[config.mk]
export PLATFORM = sky130hd
export DESIGN_NAME = mrsl_top
export DESIGN_NICKNAME = d
export VERILOG_FILES = /design/src/mrsl_pkg.sv /design/src/mrsl_top.sv
export SDC_FILE = /design/constraint.sdc
export NUM_CORES = 2
export LEC_CHECK = 0
export ABC_AREA = 1
export ABC_CLOCK_PERIOD_IN_PS = 21900
export BUFFER_PORTS_ARGS = -buffer_cell sky130_fd_sc_hd__buf_2
export CORE_ASPECT_RATIO = 2
export CORE_MARGIN = 1.5
export CORE_UTILIZATION = 23
export CTS_CLUSTER_DIAMETER = 100
export DETAILED_ROUTE_END_ITERATION = 12
export GPL_TIMING_DRIVEN = 0
export PLACE_DENSITY = 0.36
export SYNTH_ARGS = -nofsm -noshare
export SYNTH_HDL_FRONTEND = slang
export SYNTH_SLANG_ARGS = --single-unit
[constraint.sdc]
create_clock -name pclk -period 21.9 [get_ports pclk]
set_input_delay 4.38 -clock pclk [delete_from_list [all_inputs] [get_ports pclk]]
set_output_delay 4.38 -clock pclk [all_outputs]
set_load 0.005 [all_outputs]
[src/mrsl_pkg.sv]
// constants, types and register map of the modbus rtu station link
// Operation
// - station address 1..247, only own frames answered
// - address zero is broadcast, acted upon but never answered
// - six bit rates, code 1 after reset
// - formats 0..2: none/even/odd parity, one stop
// - formats 3..5: none/even/odd parity, two stops
// - parity generated and checked, even or odd
// - fault when valid frames stop beyond timeout
// - timeout zero disables; also in peer mode
// - reply delay 1..20 ms, default 2
// - reply starts after delay from frame end
// - nonvolatile write lengthens the reply wait
// - only frames with good checks count
// - peer mode enable bit, off at reset
// - leader broadcasts variable every send period
// - leader variable select code, default 1
// - follower scale 0.00..10.00, default 1.00
// - follower applies received value times scale
package mrsl_pkg;
	localparam int          CLK_HZ_DEF  = 25_000_000;
	localparam int          MS_PER_S    = 1000;
	localparam int          MS_PER_TENTH = 100;
	localparam int          DIV_W       = 16;
	localparam int          BAUD_0      = 4800;
	localparam int          BAUD_1      = 9600;
	localparam int          BAUD_2      = 19200;
	localparam int          BAUD_3      = 38400;
	localparam int          BAUD_4      = 57600;
	localparam int          BAUD_5      = 115200;
	localparam logic [7:0]  ADDR_STATION = 8'h00;
	localparam logic [7:0]  ADDR_BAUD    = 8'h04;
	localparam logic [7:0]  ADDR_FMT     = 8'h08;
	localparam logic [7:0]  ADDR_TMO     = 8'h0C;
	localparam logic [7:0]  ADDR_DELAY   = 8'h10;
	localparam logic [7:0]  ADDR_PEER_EN = 8'h14;
	localparam logic [7:0]  ADDR_ROLE    = 8'h18;
	localparam logic [7:0]  ADDR_VAR     = 8'h1C;
	localparam logic [7:0]  ADDR_SCALE   = 8'h20;
	localparam logic [7:0]  ADDR_PERIOD  = 8'h24;
	localparam logic [7:0]  ADDR_STATUS  = 8'h28;
	localparam logic [15:0] RST_STATION = 16'h0001;
	localparam logic [15:0] RST_BAUD    = 16'h0001;
	localparam logic [15:0] RST_FMT     = 16'h0000;
	localparam logic [15:0] RST_TMO     = 16'h0000;
	localparam logic [15:0] RST_DELAY   = 16'h0002;
	localparam logic [15:0] RST_VAR     = 16'h0001;
	localparam logic [15:0] RST_SCALE   = 16'h0064;
	localparam logic [15:0] RST_PERIOD  = 16'h00C8;
	localparam logic [15:0] STATION_MIN = 16'h0001;
	localparam logic [15:0] STATION_MAX = 16'h00F7;
	localparam logic [15:0] CODE_MAX    = 16'h0005;
	localparam logic [15:0] TMO_MAX     = 16'h0258;
	localparam logic [15:0] DELAY_MIN   = 16'h0001;
	localparam logic [15:0] DELAY_MAX   = 16'h0014;
	localparam logic [15:0] SCALE_MAX   = 16'h03E8;
	localparam logic [15:0] PERIOD_MAX  = 16'h7530;
	localparam logic [31:0] SCALE_UNITY = 32'h0000_0064;
	localparam logic [7:0]  BCAST_ADDR  = 8'h00;
	localparam logic [15:0] CRC_INIT    = 16'hFFFF;
	localparam logic [15:0] CRC_POLY    = 16'hA001;
	localparam logic [5:0]  GAP_BITS    = 6'h27;
	localparam logic [7:0]  MIN_BYTES   = 8'h04;
	localparam logic [2:0]  LAST_BIT    = 3'h7;
	localparam logic [2:0]  FMT_TWO_STOP = 3'h3;
	localparam int          ST_FAULT    = 0;
	localparam int          ST_REPLY    = 1;
	localparam int          ST_TX_OPEN  = 2;

	typedef struct packed {
		logic [7:0]  station;
		logic [2:0]  baud;
		logic [2:0]  fmt;
		logic [15:0] tmo;
		logic [4:0]  delay;
		logic        peer_en;
		logic        leader;
		logic [2:0]  var_sel;
		logic [15:0] scale;
		logic [15:0] period;
	} mrsl_cfg_t;

	typedef enum logic [2:0] {RX_IDLE, RX_START, RX_DATA, RX_PAR, RX_STOP} mrsl_rx_st_t;
	typedef enum logic [2:0] {TX_IDLE, TX_START, TX_DATA, TX_PAR, TX_STOP} mrsl_tx_st_t;
	typedef enum logic [1:0] {RP_IDLE, RP_NVM, RP_DELAY} mrsl_rp_st_t;
endpackage : mrsl_pkg

[src/mrsl_top.sv]
// modbus rtu station link: apb registers, serial line, framing, reply timing, peer mode
//
// The implementer's own choices: the APB interface to the registers and the register addresses.
`timescale 1ns/1ps
module mrsl_top import mrsl_pkg::*; #(
	parameter int CLK_HZ    = CLK_HZ_DEF,
	parameter int MS_CYCLES = CLK_HZ_DEF / MS_PER_S
)(
	input  wire logic        pclk,
	input  wire logic        presetn,
	input  wire logic        psel,
	input  wire logic        penable,
	input  wire logic        pwrite,
	input  wire logic [7:0]  paddr,
	input  wire logic [31:0] pwdata,
	output logic      [31:0] prdata,
	output logic             pready,
	output logic             pslverr,
	input  wire logic        rxd,
	output logic             txd,
	output logic             tx_drive,
	output logic      [7:0]  rx_byte,
	output logic             rx_byte_stb,
	output logic             frame_valid,
	output logic             frame_bcast,
	input  wire logic        req_format_ok,
	input  wire logic        nvm_busy,
	input  wire logic [7:0]  tx_data,
	input  wire logic        tx_valid,
	input  wire logic        tx_last,
	output logic             tx_ready,
	output logic             peer_send_req,
	output logic      [2:0]  peer_var_sel,
	input  wire logic [15:0] peer_rx_value,
	input  wire logic        peer_rx_stb,
	output logic      [15:0] peer_applied,
	output logic             comm_fault
);
	localparam logic [DIV_W-1:0] MS_LAST = DIV_W'(MS_CYCLES - 1);

	mrsl_cfg_t         cfg_r;
	logic [31:0]       prdata_r;
	logic              pready_r, pslverr_r;
	logic              rxd_s1, rxd_s2, rxd_s3, rx_line_r;
	mrsl_rx_st_t       rx_st_r;
	logic [DIV_W-1:0]  rx_cnt_r, gap_cnt_r;
	logic [5:0]        gap_bits_r;
	logic [2:0]        rx_bit_r;
	logic [7:0]        rx_sh_r, rx_byte_r, rx_count_r, rx_addr_r;
	logic              rx_stb_r, frame_err_r;
	logic [15:0]       crc_r;
	logic              frame_valid_r, frame_bcast_r, frame_end;
	mrsl_rp_st_t       rp_st_r;
	logic [DIV_W-1:0]  rp_cyc_r;
	logic [4:0]        rp_ms_r;
	logic              tx_open_r, tx_ready_r, tx_drive_r, txd_r;
	mrsl_tx_st_t       tx_st_r;
	logic [DIV_W-1:0]  tx_cnt_r;
	logic [2:0]        tx_bit_r;
	logic              tx_stop2_r, tx_last_r;
	logic [7:0]        tx_sh_r;
	logic [DIV_W-1:0]  ms_cnt_r;
	logic              ms_tick;
	logic [6:0]        to_ms_r;
	logic [15:0]       to_tenths_r, per_ms_r;
	logic              fault_r, peer_req_r;
	logic [15:0]       applied_r;
	logic [DIV_W-1:0]  div;
	logic              wr_en, rd_en, addr_ok, tx_take, reply_go, leader_go;
	logic [15:0]       wv;
	logic [31:0]       prod;

	function automatic logic [DIV_W-1:0] bit_div(input logic [2:0] code);
		case (code)
			3'h0:    bit_div = DIV_W'(CLK_HZ / BAUD_0);
			3'h1:    bit_div = DIV_W'(CLK_HZ / BAUD_1);
			3'h2:    bit_div = DIV_W'(CLK_HZ / BAUD_2);
			3'h3:    bit_div = DIV_W'(CLK_HZ / BAUD_3);
			3'h4:    bit_div = DIV_W'(CLK_HZ / BAUD_4);
			default: bit_div = DIV_W'(CLK_HZ / BAUD_5);
		endcase
	endfunction : bit_div

	// parity kind: 0 none, 1 even, 2 odd; same for both stop-bit groups
	function automatic logic [1:0] par_kind(input logic [2:0] fmt);
		case (fmt)
			3'h1, 3'h4: par_kind = 2'h1;
			3'h2, 3'h5: par_kind = 2'h2;
			default:    par_kind = 2'h0;
		endcase
	endfunction : par_kind

	function automatic logic par_bit(input logic [2:0] fmt, input logic [7:0] d);
		par_bit = (par_kind(fmt) == 2'h2) ? ~^d : ^d;
	endfunction : par_bit

	function automatic logic [15:0] crc_step(input logic [15:0] c, input logic [7:0] d);
		logic [15:0] x;
		x = c ^ {8'h00, d};
		for (int i = 0; i < 8; i++) begin
			x = x[0] ? ((x >> 1) ^ CRC_POLY) : (x >> 1);
		end
		crc_step = x;
	endfunction : crc_step

	assign div     = bit_div(cfg_r.baud);
	assign wr_en   = psel & penable & pready_r & pwrite;
	assign rd_en   = psel & ~penable;
	assign wv      = pwdata[15:0];
	assign addr_ok = (paddr[1:0] == 2'b00) && (paddr <= ADDR_STATUS);

	// apb: setup cycle latches read data, access phase always completes in one cycle
	always_ff @(posedge pclk or negedge presetn) begin
		if (!presetn) begin
			pready_r  <= 1'b0;
			pslverr_r <= 1'b0;
			prdata_r  <= 32'h0000_0000;
		end else begin
			pready_r  <= rd_en;
			pslverr_r <= rd_en & ~addr_ok;
			if (rd_en) begin
				case (paddr)
					ADDR_STATION: prdata_r <= {24'h000000, cfg_r.station};
					ADDR_BAUD:    prdata_r <= {29'h0, cfg_r.baud};
					ADDR_FMT:     prdata_r <= {29'h0, cfg_r.fmt};
					ADDR_TMO:     prdata_r <= {16'h0000, cfg_r.tmo};
					ADDR_DELAY:   prdata_r <= {27'h0, cfg_r.delay};
					ADDR_PEER_EN: prdata_r <= {31'h0, cfg_r.peer_en};
					ADDR_ROLE:    prdata_r <= {31'h0, cfg_r.leader};
					ADDR_VAR:     prdata_r <= {29'h0, cfg_r.var_sel};
					ADDR_SCALE:   prdata_r <= {16'h0000, cfg_r.scale};
					ADDR_PERIOD:  prdata_r <= {16'h0000, cfg_r.period};
					ADDR_STATUS:  prdata_r <= {29'h0, tx_open_r, rp_st_r != RP_IDLE, fault_r};
					default:      prdata_r <= 32'h0000_0000;
				endcase
			end
		end
	end

	// out-of-range writes are ignored so the settings never leave their legal sets
	always_ff @(posedge pclk or negedge presetn) begin
		if (!presetn) begin
			cfg_r.station <= RST_STATION[7:0];
			cfg_r.baud    <= RST_BAUD[2:0];
			cfg_r.fmt     <= RST_FMT[2:0];
			cfg_r.tmo     <= RST_TMO;
			cfg_r.delay   <= RST_DELAY[4:0];
			cfg_r.peer_en <= 1'b0;
			cfg_r.leader  <= 1'b0;
			cfg_r.var_sel <= RST_VAR[2:0];
			cfg_r.scale   <= RST_SCALE;
			cfg_r.period  <= RST_PERIOD;
		end else if (wr_en) begin
			case (paddr)
				ADDR_STATION: if (wv >= STATION_MIN && wv <= STATION_MAX) cfg_r.station <= wv[7:0];
				ADDR_BAUD:    if (wv <= CODE_MAX) cfg_r.baud <= wv[2:0];
				ADDR_FMT:     if (wv <= CODE_MAX) cfg_r.fmt <= wv[2:0];
				ADDR_TMO:     if (wv <= TMO_MAX) cfg_r.tmo <= wv;
				ADDR_DELAY:   if (wv >= DELAY_MIN && wv <= DELAY_MAX) cfg_r.delay <= wv[4:0];
				ADDR_PEER_EN: cfg_r.peer_en <= wv[0];
				ADDR_ROLE:    cfg_r.leader <= wv[0];
				ADDR_VAR:     if (wv <= CODE_MAX) cfg_r.var_sel <= wv[2:0];
				ADDR_SCALE:   if (wv <= SCALE_MAX) cfg_r.scale <= wv;
				ADDR_PERIOD:  if (wv <= PERIOD_MAX) cfg_r.period <= wv;
				default:      cfg_r <= cfg_r;
			endcase
		end
	end

	// line input: a level change counts once the last two stages agree
	always_ff @(posedge pclk or negedge presetn) begin
		if (!presetn) begin
			rxd_s1    <= 1'b1;
			rxd_s2    <= 1'b1;
			rxd_s3    <= 1'b1;
			rx_line_r <= 1'b1;
		end else begin
			rxd_s1 <= rxd;
			rxd_s2 <= rxd_s1;
			rxd_s3 <= rxd_s2;
			if (rxd_s2 == rxd_s3) rx_line_r <= rxd_s3;
		end
	end

	// receiver samples mid-bit; only one stop bit is checked, a second just looks idle
	always_ff @(posedge pclk or negedge presetn) begin
		if (!presetn) begin
			rx_st_r  <= RX_IDLE;
			rx_cnt_r <= '0;
			rx_bit_r <= 3'h0;
			rx_sh_r  <= 8'h00;
			rx_byte_r <= 8'h00;
			rx_stb_r <= 1'b0;
		end else begin
			rx_stb_r <= 1'b0;
			if (rx_st_r != RX_IDLE && rx_cnt_r != '0) rx_cnt_r <= rx_cnt_r - 1'b1;
			case (rx_st_r)
				RX_IDLE: if (!rx_line_r) begin
					rx_st_r  <= RX_START;
					rx_cnt_r <= div >> 1;
				end
				RX_START: if (rx_cnt_r == '0) begin
					rx_st_r  <= rx_line_r ? RX_IDLE : RX_DATA;
					// the zero cycle belongs to the bit, so reload one less or drift a cycle per bit
					rx_cnt_r <= div - 1'b1;
					rx_bit_r <= 3'h0;
				end
				RX_DATA: if (rx_cnt_r == '0) begin
					rx_sh_r  <= {rx_line_r, rx_sh_r[7:1]};
					rx_bit_r <= rx_bit_r + 1'b1;
					rx_cnt_r <= div - 1'b1;
					if (rx_bit_r == LAST_BIT)
						rx_st_r <= (par_kind(cfg_r.fmt) != 2'h0) ? RX_PAR : RX_STOP;
				end
				RX_PAR: if (rx_cnt_r == '0) begin
					rx_st_r  <= RX_STOP;
					rx_cnt_r <= div - 1'b1;
				end
				RX_STOP: if (rx_cnt_r == '0) begin
					rx_st_r   <= RX_IDLE;
					rx_byte_r <= rx_sh_r;
					rx_stb_r  <= 1'b1;
				end
				default: rx_st_r <= RX_IDLE;
			endcase
		end
	end

	// frame bookkeeping: parity, framing, crc residue, byte count and silence gap
	always_ff @(posedge pclk or negedge presetn) begin
		if (!presetn) begin
			frame_err_r <= 1'b0;
			crc_r       <= CRC_INIT;
			rx_count_r  <= 8'h00;
			rx_addr_r   <= 8'h00;
			gap_cnt_r   <= '0;
			gap_bits_r  <= 6'h0;
		end else begin
			if (rx_st_r == RX_PAR && rx_cnt_r == '0 && rx_line_r != par_bit(cfg_r.fmt, rx_sh_r))
				frame_err_r <= 1'b1;
			if (rx_st_r == RX_STOP && rx_cnt_r == '0 && !rx_line_r)
				frame_err_r <= 1'b1;
			if (rx_stb_r) begin
				crc_r <= crc_step(crc_r, rx_byte_r);
				if (rx_count_r == 8'h00) rx_addr_r <= rx_byte_r;
				if (rx_count_r != 8'hFF) rx_count_r <= rx_count_r + 1'b1;
			end
			if (rx_st_r != RX_IDLE || rx_count_r == 8'h00) begin
				gap_cnt_r  <= '0;
				gap_bits_r <= 6'h0;
			end else if (frame_end) begin
				frame_err_r <= 1'b0;
				crc_r       <= CRC_INIT;
				rx_count_r  <= 8'h00;
			end else if (gap_cnt_r >= div) begin
				gap_cnt_r  <= '0;
				gap_bits_r <= gap_bits_r + 1'b1;
			end else begin
				gap_cnt_r <= gap_cnt_r + 1'b1;
			end
		end
	end

	assign frame_end = (rx_st_r == RX_IDLE) && (rx_count_r != 8'h00) && (gap_bits_r == GAP_BITS);

	always_ff @(posedge pclk or negedge presetn) begin
		if (!presetn) begin
			frame_valid_r <= 1'b0;
			frame_bcast_r <= 1'b0;
		end else begin
			frame_valid_r <= 1'b0;
			frame_bcast_r <= 1'b0;
			// a frame is acted on only with clean characters, zero crc residue and good format
			if (frame_end && !frame_err_r && crc_r == 16'h0000 && rx_count_r >= MIN_BYTES
			    && req_format_ok) begin
				if (rx_addr_r == BCAST_ADDR) begin
					frame_valid_r <= 1'b1;
					frame_bcast_r <= 1'b1;
				end else if (rx_addr_r == cfg_r.station) begin
					frame_valid_r <= 1'b1;
				end
			end
		end
	end

	// reply sequencer: nonvolatile write first, then a fresh whole-ms delay count
	assign reply_go = frame_valid_r & ~frame_bcast_r;
	always_ff @(posedge pclk or negedge presetn) begin
		if (!presetn) begin
			rp_st_r  <= RP_IDLE;
			rp_cyc_r <= '0;
			rp_ms_r  <= 5'h0;
		end else begin
			case (rp_st_r)
				RP_IDLE: if (reply_go && !tx_open_r) rp_st_r <= RP_NVM;
				RP_NVM: if (!nvm_busy) begin
					rp_st_r  <= RP_DELAY;
					rp_cyc_r <= '0;
					rp_ms_r  <= 5'h0;
				end
				RP_DELAY: if (rp_cyc_r == MS_LAST) begin
					rp_cyc_r <= '0;
					rp_ms_r  <= rp_ms_r + 1'b1;
					if (rp_ms_r + 1'b1 == cfg_r.delay) rp_st_r <= RP_IDLE;
				end else begin
					rp_cyc_r <= rp_cyc_r + 1'b1;
				end
				default: rp_st_r <= RP_IDLE;
			endcase
		end
	end

	// free-running millisecond tick for the timeout and the leader period
	always_ff @(posedge pclk or negedge presetn) begin
		if (!presetn) begin
			ms_cnt_r <= '0;
		end else begin
			ms_cnt_r <= (ms_cnt_r == MS_LAST) ? '0 : ms_cnt_r + 1'b1;
		end
	end
	assign ms_tick = (ms_cnt_r == MS_LAST);

	// timeout monitor in tenths of a second; a valid frame restarts it, expiry wins a tie
	always_ff @(posedge pclk or negedge presetn) begin
		if (!presetn) begin
			to_ms_r     <= 7'h0;
			to_tenths_r <= 16'h0000;
			fault_r     <= 1'b0;
		end else if (cfg_r.tmo == 16'h0000) begin
			to_ms_r     <= 7'h0;
			to_tenths_r <= 16'h0000;
			fault_r     <= 1'b0;
		end else begin
			if (frame_valid_r) begin
				to_ms_r     <= 7'h0;
				to_tenths_r <= 16'h0000;
			end else if (ms_tick) begin
				if (to_ms_r == 7'(MS_PER_TENTH - 1)) begin
					to_ms_r <= 7'h0;
					if (to_tenths_r != cfg_r.tmo) to_tenths_r <= to_tenths_r + 1'b1;
				end else begin
					to_ms_r <= to_ms_r + 1'b1;
				end
			end
			if (to_tenths_r == cfg_r.tmo) fault_r <= 1'b1;
			else if (frame_valid_r) fault_r <= 1'b0;
		end
	end

	// leader: periodic send request; a period of zero sends on every ms tick
	assign leader_go = cfg_r.peer_en & cfg_r.leader & ms_tick & (per_ms_r >= cfg_r.period);
	always_ff @(posedge pclk or negedge presetn) begin
		if (!presetn) begin
			per_ms_r   <= 16'h0000;
			peer_req_r <= 1'b0;
		end else begin
			peer_req_r <= 1'b0;
			if (!(cfg_r.peer_en && cfg_r.leader)) begin
				per_ms_r <= 16'h0000;
			end else if (leader_go) begin
				per_ms_r   <= 16'h0001;
				peer_req_r <= ~tx_open_r;
			end else if (ms_tick) begin
				per_ms_r <= per_ms_r + 1'b1;
			end
		end
	end

	// follower: applied value is received value times scale in hundredths, saturated
	assign prod = peer_rx_value * cfg_r.scale;
	always_ff @(posedge pclk or negedge presetn) begin
		if (!presetn) begin
			applied_r <= 16'h0000;
		end else if (peer_rx_stb && cfg_r.peer_en && !cfg_r.leader) begin
			applied_r <= ((prod / SCALE_UNITY) > 32'h0000_FFFF) ? 16'hFFFF
			             : 16'((prod / SCALE_UNITY));
		end
	end

	// transmit window: opened by reply timing or a leader send, closed by the last byte
	assign tx_take = tx_valid & tx_ready_r;
	always_ff @(posedge pclk or negedge presetn) begin
		if (!presetn) begin
			tx_open_r  <= 1'b0;
			tx_ready_r <= 1'b0;
			tx_last_r  <= 1'b0;
		end else begin
			if (rp_st_r == RP_DELAY && rp_cyc_r == MS_LAST && rp_ms_r + 1'b1 == cfg_r.delay)
				tx_open_r <= 1'b1;
			else if (peer_req_r)
				tx_open_r <= 1'b1;
			else if (tx_last_r && tx_st_r == TX_IDLE)
				tx_open_r <= 1'b0;
			if (tx_take) tx_last_r <= tx_last;
			else if (!tx_open_r) tx_last_r <= 1'b0;
			tx_ready_r <= tx_open_r & ~tx_last_r & (tx_st_r == TX_IDLE) & ~tx_take;
		end
	end

	// transmitter: start, eight data bits lsb first, optional parity, one or two stops
	always_ff @(posedge pclk or negedge presetn) begin
		if (!presetn) begin
			tx_st_r    <= TX_IDLE;
			tx_cnt_r   <= '0;
			tx_bit_r   <= 3'h0;
			tx_sh_r    <= 8'h00;
			tx_stop2_r <= 1'b0;
			txd_r      <= 1'b1;
		end else begin
			if (tx_cnt_r != '0) tx_cnt_r <= tx_cnt_r - 1'b1;
			case (tx_st_r)
				TX_IDLE: begin
					txd_r <= 1'b1;
					if (tx_take) begin
						tx_st_r  <= TX_START;
						tx_sh_r  <= tx_data;
						tx_cnt_r <= div - 1'b1;
						txd_r    <= 1'b0;
					end
				end
				TX_START: if (tx_cnt_r == '0) begin
					tx_st_r  <= TX_DATA;
					tx_bit_r <= 3'h0;
					tx_cnt_r <= div - 1'b1;
					txd_r    <= tx_sh_r[0];
				end
				TX_DATA: if (tx_cnt_r == '0) begin
					tx_cnt_r <= div - 1'b1;
					tx_bit_r <= tx_bit_r + 1'b1;
					if (tx_bit_r != LAST_BIT) begin
						txd_r <= tx_sh_r[3'(tx_bit_r + 1'b1)];
					end else if (par_kind(cfg_r.fmt) != 2'h0) begin
						tx_st_r <= TX_PAR;
						txd_r   <= par_bit(cfg_r.fmt, tx_sh_r);
					end else begin
						tx_st_r    <= TX_STOP;
						tx_stop2_r <= (cfg_r.fmt >= FMT_TWO_STOP);
						txd_r      <= 1'b1;
					end
				end
				TX_PAR: if (tx_cnt_r == '0) begin
					tx_st_r    <= TX_STOP;
					tx_cnt_r   <= div - 1'b1;
					tx_stop2_r <= (cfg_r.fmt >= FMT_TWO_STOP);
					txd_r      <= 1'b1;
				end
				TX_STOP: if (tx_cnt_r == '0) begin
					tx_cnt_r   <= div - 1'b1;
					tx_stop2_r <= 1'b0;
					if (!tx_stop2_r) tx_st_r <= TX_IDLE;
				end
				default: tx_st_r <= TX_IDLE;
			endcase
		end
	end

	always_ff @(posedge pclk or negedge presetn) begin
		if (!presetn) tx_drive_r <= 1'b0;
		else tx_drive_r <= tx_open_r | (tx_st_r != TX_IDLE);
	end

	assign prdata        = prdata_r;
	assign pready        = pready_r;
	assign pslverr       = pslverr_r;
	assign txd           = txd_r;
	assign tx_drive      = tx_drive_r;
	assign rx_byte       = rx_byte_r;
	assign rx_byte_stb   = rx_stb_r;
	assign frame_valid   = frame_valid_r;
	assign frame_bcast   = frame_bcast_r;
	assign tx_ready      = tx_ready_r;
	assign peer_send_req = peer_req_r;
	assign peer_var_sel  = cfg_r.var_sel;
	assign peer_applied  = applied_r;
	assign comm_fault    = fault_r;
endmodule : mrsl_top

==> impl_results.md <==
- Clk_lat worst skew: roughly 620 ps
- DRC: 0
- DR iter-0 viols: slightly above 1000
- Reg area: 8097 sq um
- Syn Std Cell Area: a little over 30000 sq um
- HP Class: reg2reg
- Worst r2r src: cfg_r[22]
- Fin. max-slew vios: 0
- Reg2reg end: peer_applied[0]
- Slew @ Worst Pin: between 1000 and 1500 ps
- Max FO, Critical Path: 8
- Metal3 WL: between 3 and 4 mm
- Max-cap viol count: 0
- Number of synthesized flops with an enable pin: 0
- PortBufs: 96
- R2R Setup Slk: 2820 ps
- Longest Clk Path Bufs: 3
- Vias in the first global route: around 29000
- Number of routed nets with antenna violations: 0
- Area of the core: 132200 sq um
- Clock sinks: approximately 320
- Slowest cell on crit path: fa_2
- Wire per inst: around 18 um
- Register area share after synthesis: between 20% and 30%
- Area leader, netlist: dfrtp_1
- Layout cells sized above 1: approximately 18%
- Antenna violations before repair: 6
- Worst Path Arrival: around 22000 ps
- Routability Congestion: 0.8581
- Congestion Overflow GR: 0
- Vias per cell: between 4 and 5
- Hold Path Origin: rxd_s1
- Cell seen most often among critical-path stages: nand2_4
- CTS tree: done
- Post-synth top cells: nand2_1 (962), inv_1 (843), dfrtp_1 (291), nor2_1 (282), nand3_1 (212)
- Synthesis-stage register bit count: around 320
- Global Route Usage Sum: between 10% and 20%
- Number of buffers created by CTS: 37
- Clock Skew: around 85 ps
- H-tree depth: 2
- Die Span Y: 518.4 um
- Top-area cell type share of the netlist area: between 20% and 30%
- Post-synthesis cell count: approximately 4200
- Tcrit/Tclk final: between 90% and 100%
- Top cells by area, synth: dfrtp_1 (24%), fa_1 (13%), nand2_1 (12%)
- Area growth from synthesis to layout: 21.51%
- Die area: around 140000 sq um
- Die Wd: 260.7 um
- # fillers: around 15000
- CP Data Required Time: between 20000 and 25000 ps
- Clk root buf: clkbuf_16
- Reg clk slew, reported paths: about 60 ps
- Hold path endpoint: rxd_s2
- Yosys Warn Count: 0
- Top Layer Used: met5
- Via Count: roughly 27000
- Met1 WL: approximately 39 mm
- RSZ-0062 raised after global routing: true
- Delay of the slowest critical-path stage: roughly 630 ps
- Synth cell types: 72
- Final WL: between 100 and 150 mm
- Multi-input gate area: between 15000 and 20000 sq um
- Critical Path Start Type: input pin
- Max Fclk: between 40 and 50 MHz
- Wire length of the first global-routing pass: about 170 mm
- Starting Density: between 20% and 30%
- Crit Path Category: in2reg
- Final Hold Fails: 0
- Worst reg2reg path depth: 148
- Min Tclk post-route: approximately 21000 ps
- Status: completed
- Syn avg cell area: ~7.3 sq um
- Worst hold path depth: 0
- Hold Buf Count CTS: 0
- Metal2 WL: ~66 mm
- Commonest register cell after synthesis: dfrtp_1
- 1st-pass router iterations: 5
- Rel. slew slack: between 15 and 20%
- Crit path capture type: register
- Top-count cell post-synth: nand2_1
- Final #Nets: just under 5000
- IO Pins: between 100 and 150
- Pin count of the biggest net entering global routing: approximately 100
- Setup violators final: 0
- FFs w/ async S/R, synth: 100.0%
- Hpwl dp: 93.30 mm
- Row cnt: between 150 and 200
- Setup tns final: 0 ps
[stage by stage]
step	cells	util [%]	instance area, sq um	setup WS, ps	hold slack [ps]
2_1_floorplan	4193	-	30600	1805	345.2
3_3_place_gp	6008	25.14	33230	-2740	348.1
3_5_place_dp	6011	25.21	33320	-2717	347.9
4_1_cts	6101	26.85	35490	7.939	357.0
5_1_grt	6186	28.08	37110	-413.0	362.5
6_report	6187	28.08	37120	800.2	355.5
[routing by layer]
metal  vias to the layer above  track usage [%]
li1                      13556                -
met1                     13240            15.55
met2                       420            35.01
met3                       180            1.808
met4                         8            6.710
met5                         -                0
[cell usage in the layout, fill, tap and decap left out, types with 10 or more instances in the layout]
master	netlist	routed
a21oi_1	107	99
a31oi_1	12	11
buf_2	1	97
buf_4	19	122
clkbuf_1	93	73
clkbuf_16	0	46
clkbuf_8	0	11
conb_1	1	16
dfrtp_1	291	291
dfstp_2	31	31
fa_1	194	185
ha_1	151	138
ha_4	0	10
inv_1	843	834
inv_2	28	35
nand2_1	962	904
nand2_2	142	133
nand2_4	31	94
nand3_1	212	188
nand3_2	18	28
nand3_4	2	16
nand4_1	68	68
nor2_1	282	259
nor2_2	20	20
nor2_4	10	33
nor3_1	69	68
nor4_1	32	32
o211ai_1	19	19
o21ai_0	208	204
o21ai_1	14	12
o221ai_1	11	11
o22ai_1	47	47
xnor2_1	44	43
xor2_1	86	86
[sequential cells by signal, summed over array words and instances, names as in the netlist, 5 cells and up]
name,cells
cfg_r,69
crc_r,16
gap_bits_r,6
gap_cnt_r,16
ms_cnt_r,16
peer_applied,16
per_ms_r,16
prdata,16
rp_cyc_r,16
rp_ms_r,5
rx_addr_r,8
rx_byte,8
rx_cnt_r,16
rx_count_r,8
rx_sh_r,8
to_ms_r,7
to_tenths_r,16
tx_cnt_r,16
tx_sh_r,8
[cell type report]
type / instances / share of cell area, %
repair buffers: 208 / 3.971
flip-flops and latches: 322 / 21.81
well taps: 1719 / 5.795
inverters: 879 / 8.947
clock buffers: 56 / 2.902
diodes: 1 / 0.006742
clock inverters: 10 / 0.3809
multi-input cells: 2877 / 53.84
plain buffers: 115 / 2.340
[worst max-delay path, delay by kind of cell]
family / cells / cell delay (ps)
and+or+nand+nor: 118 / 10880
adders and majority gates: 7 / 3520
buffers and inverters: 19 / 1870
AOI/OAI and AO/OA: 5 / 860
[cell families after synthesis]
group           after synthesis  share of synthesized area (%)
xor+xnor                    130                          3.728
flops                       322                          26.51
fa+ha+maj                   346                          18.93
compound gates              496                          9.594
other cells                   1                        0.01228
mux                           8                         0.2949
buf+inv                     994                          12.51
simple gates               1881                          28.42
[worst max path at each step]
| stage | start | endpoint | cells after the start |
|---|---|---|---|
| after floorplan | peer_rx_value[10] | peer_applied[0] | 138 |
| after global placement | peer_rx_value[10] | peer_applied[0] | 140 |
| after detailed placement | peer_rx_value[10] | peer_applied[0] | 140 |
| after CTS | peer_rx_value[7] | peer_applied[0] | 147 |
| after global routing | peer_rx_value[8] | peer_applied[0] | 149 |
| final | peer_rx_value[8] | peer_applied[0] | 149 |
[repair_timing]
item / CTS / global route
setup endpoints to repair: 5 / 4
resized for setup: 176 / 234
endpoints found under the hold margin: 0 / 0
gates cloned: 0 / 1
pin swaps: 42 / 142
setup buffers: 24 / 84
Power is left out: the tool's default activity adds up to more than one toggle a clock period on the data nets, which glitch-free logic cannot reach.
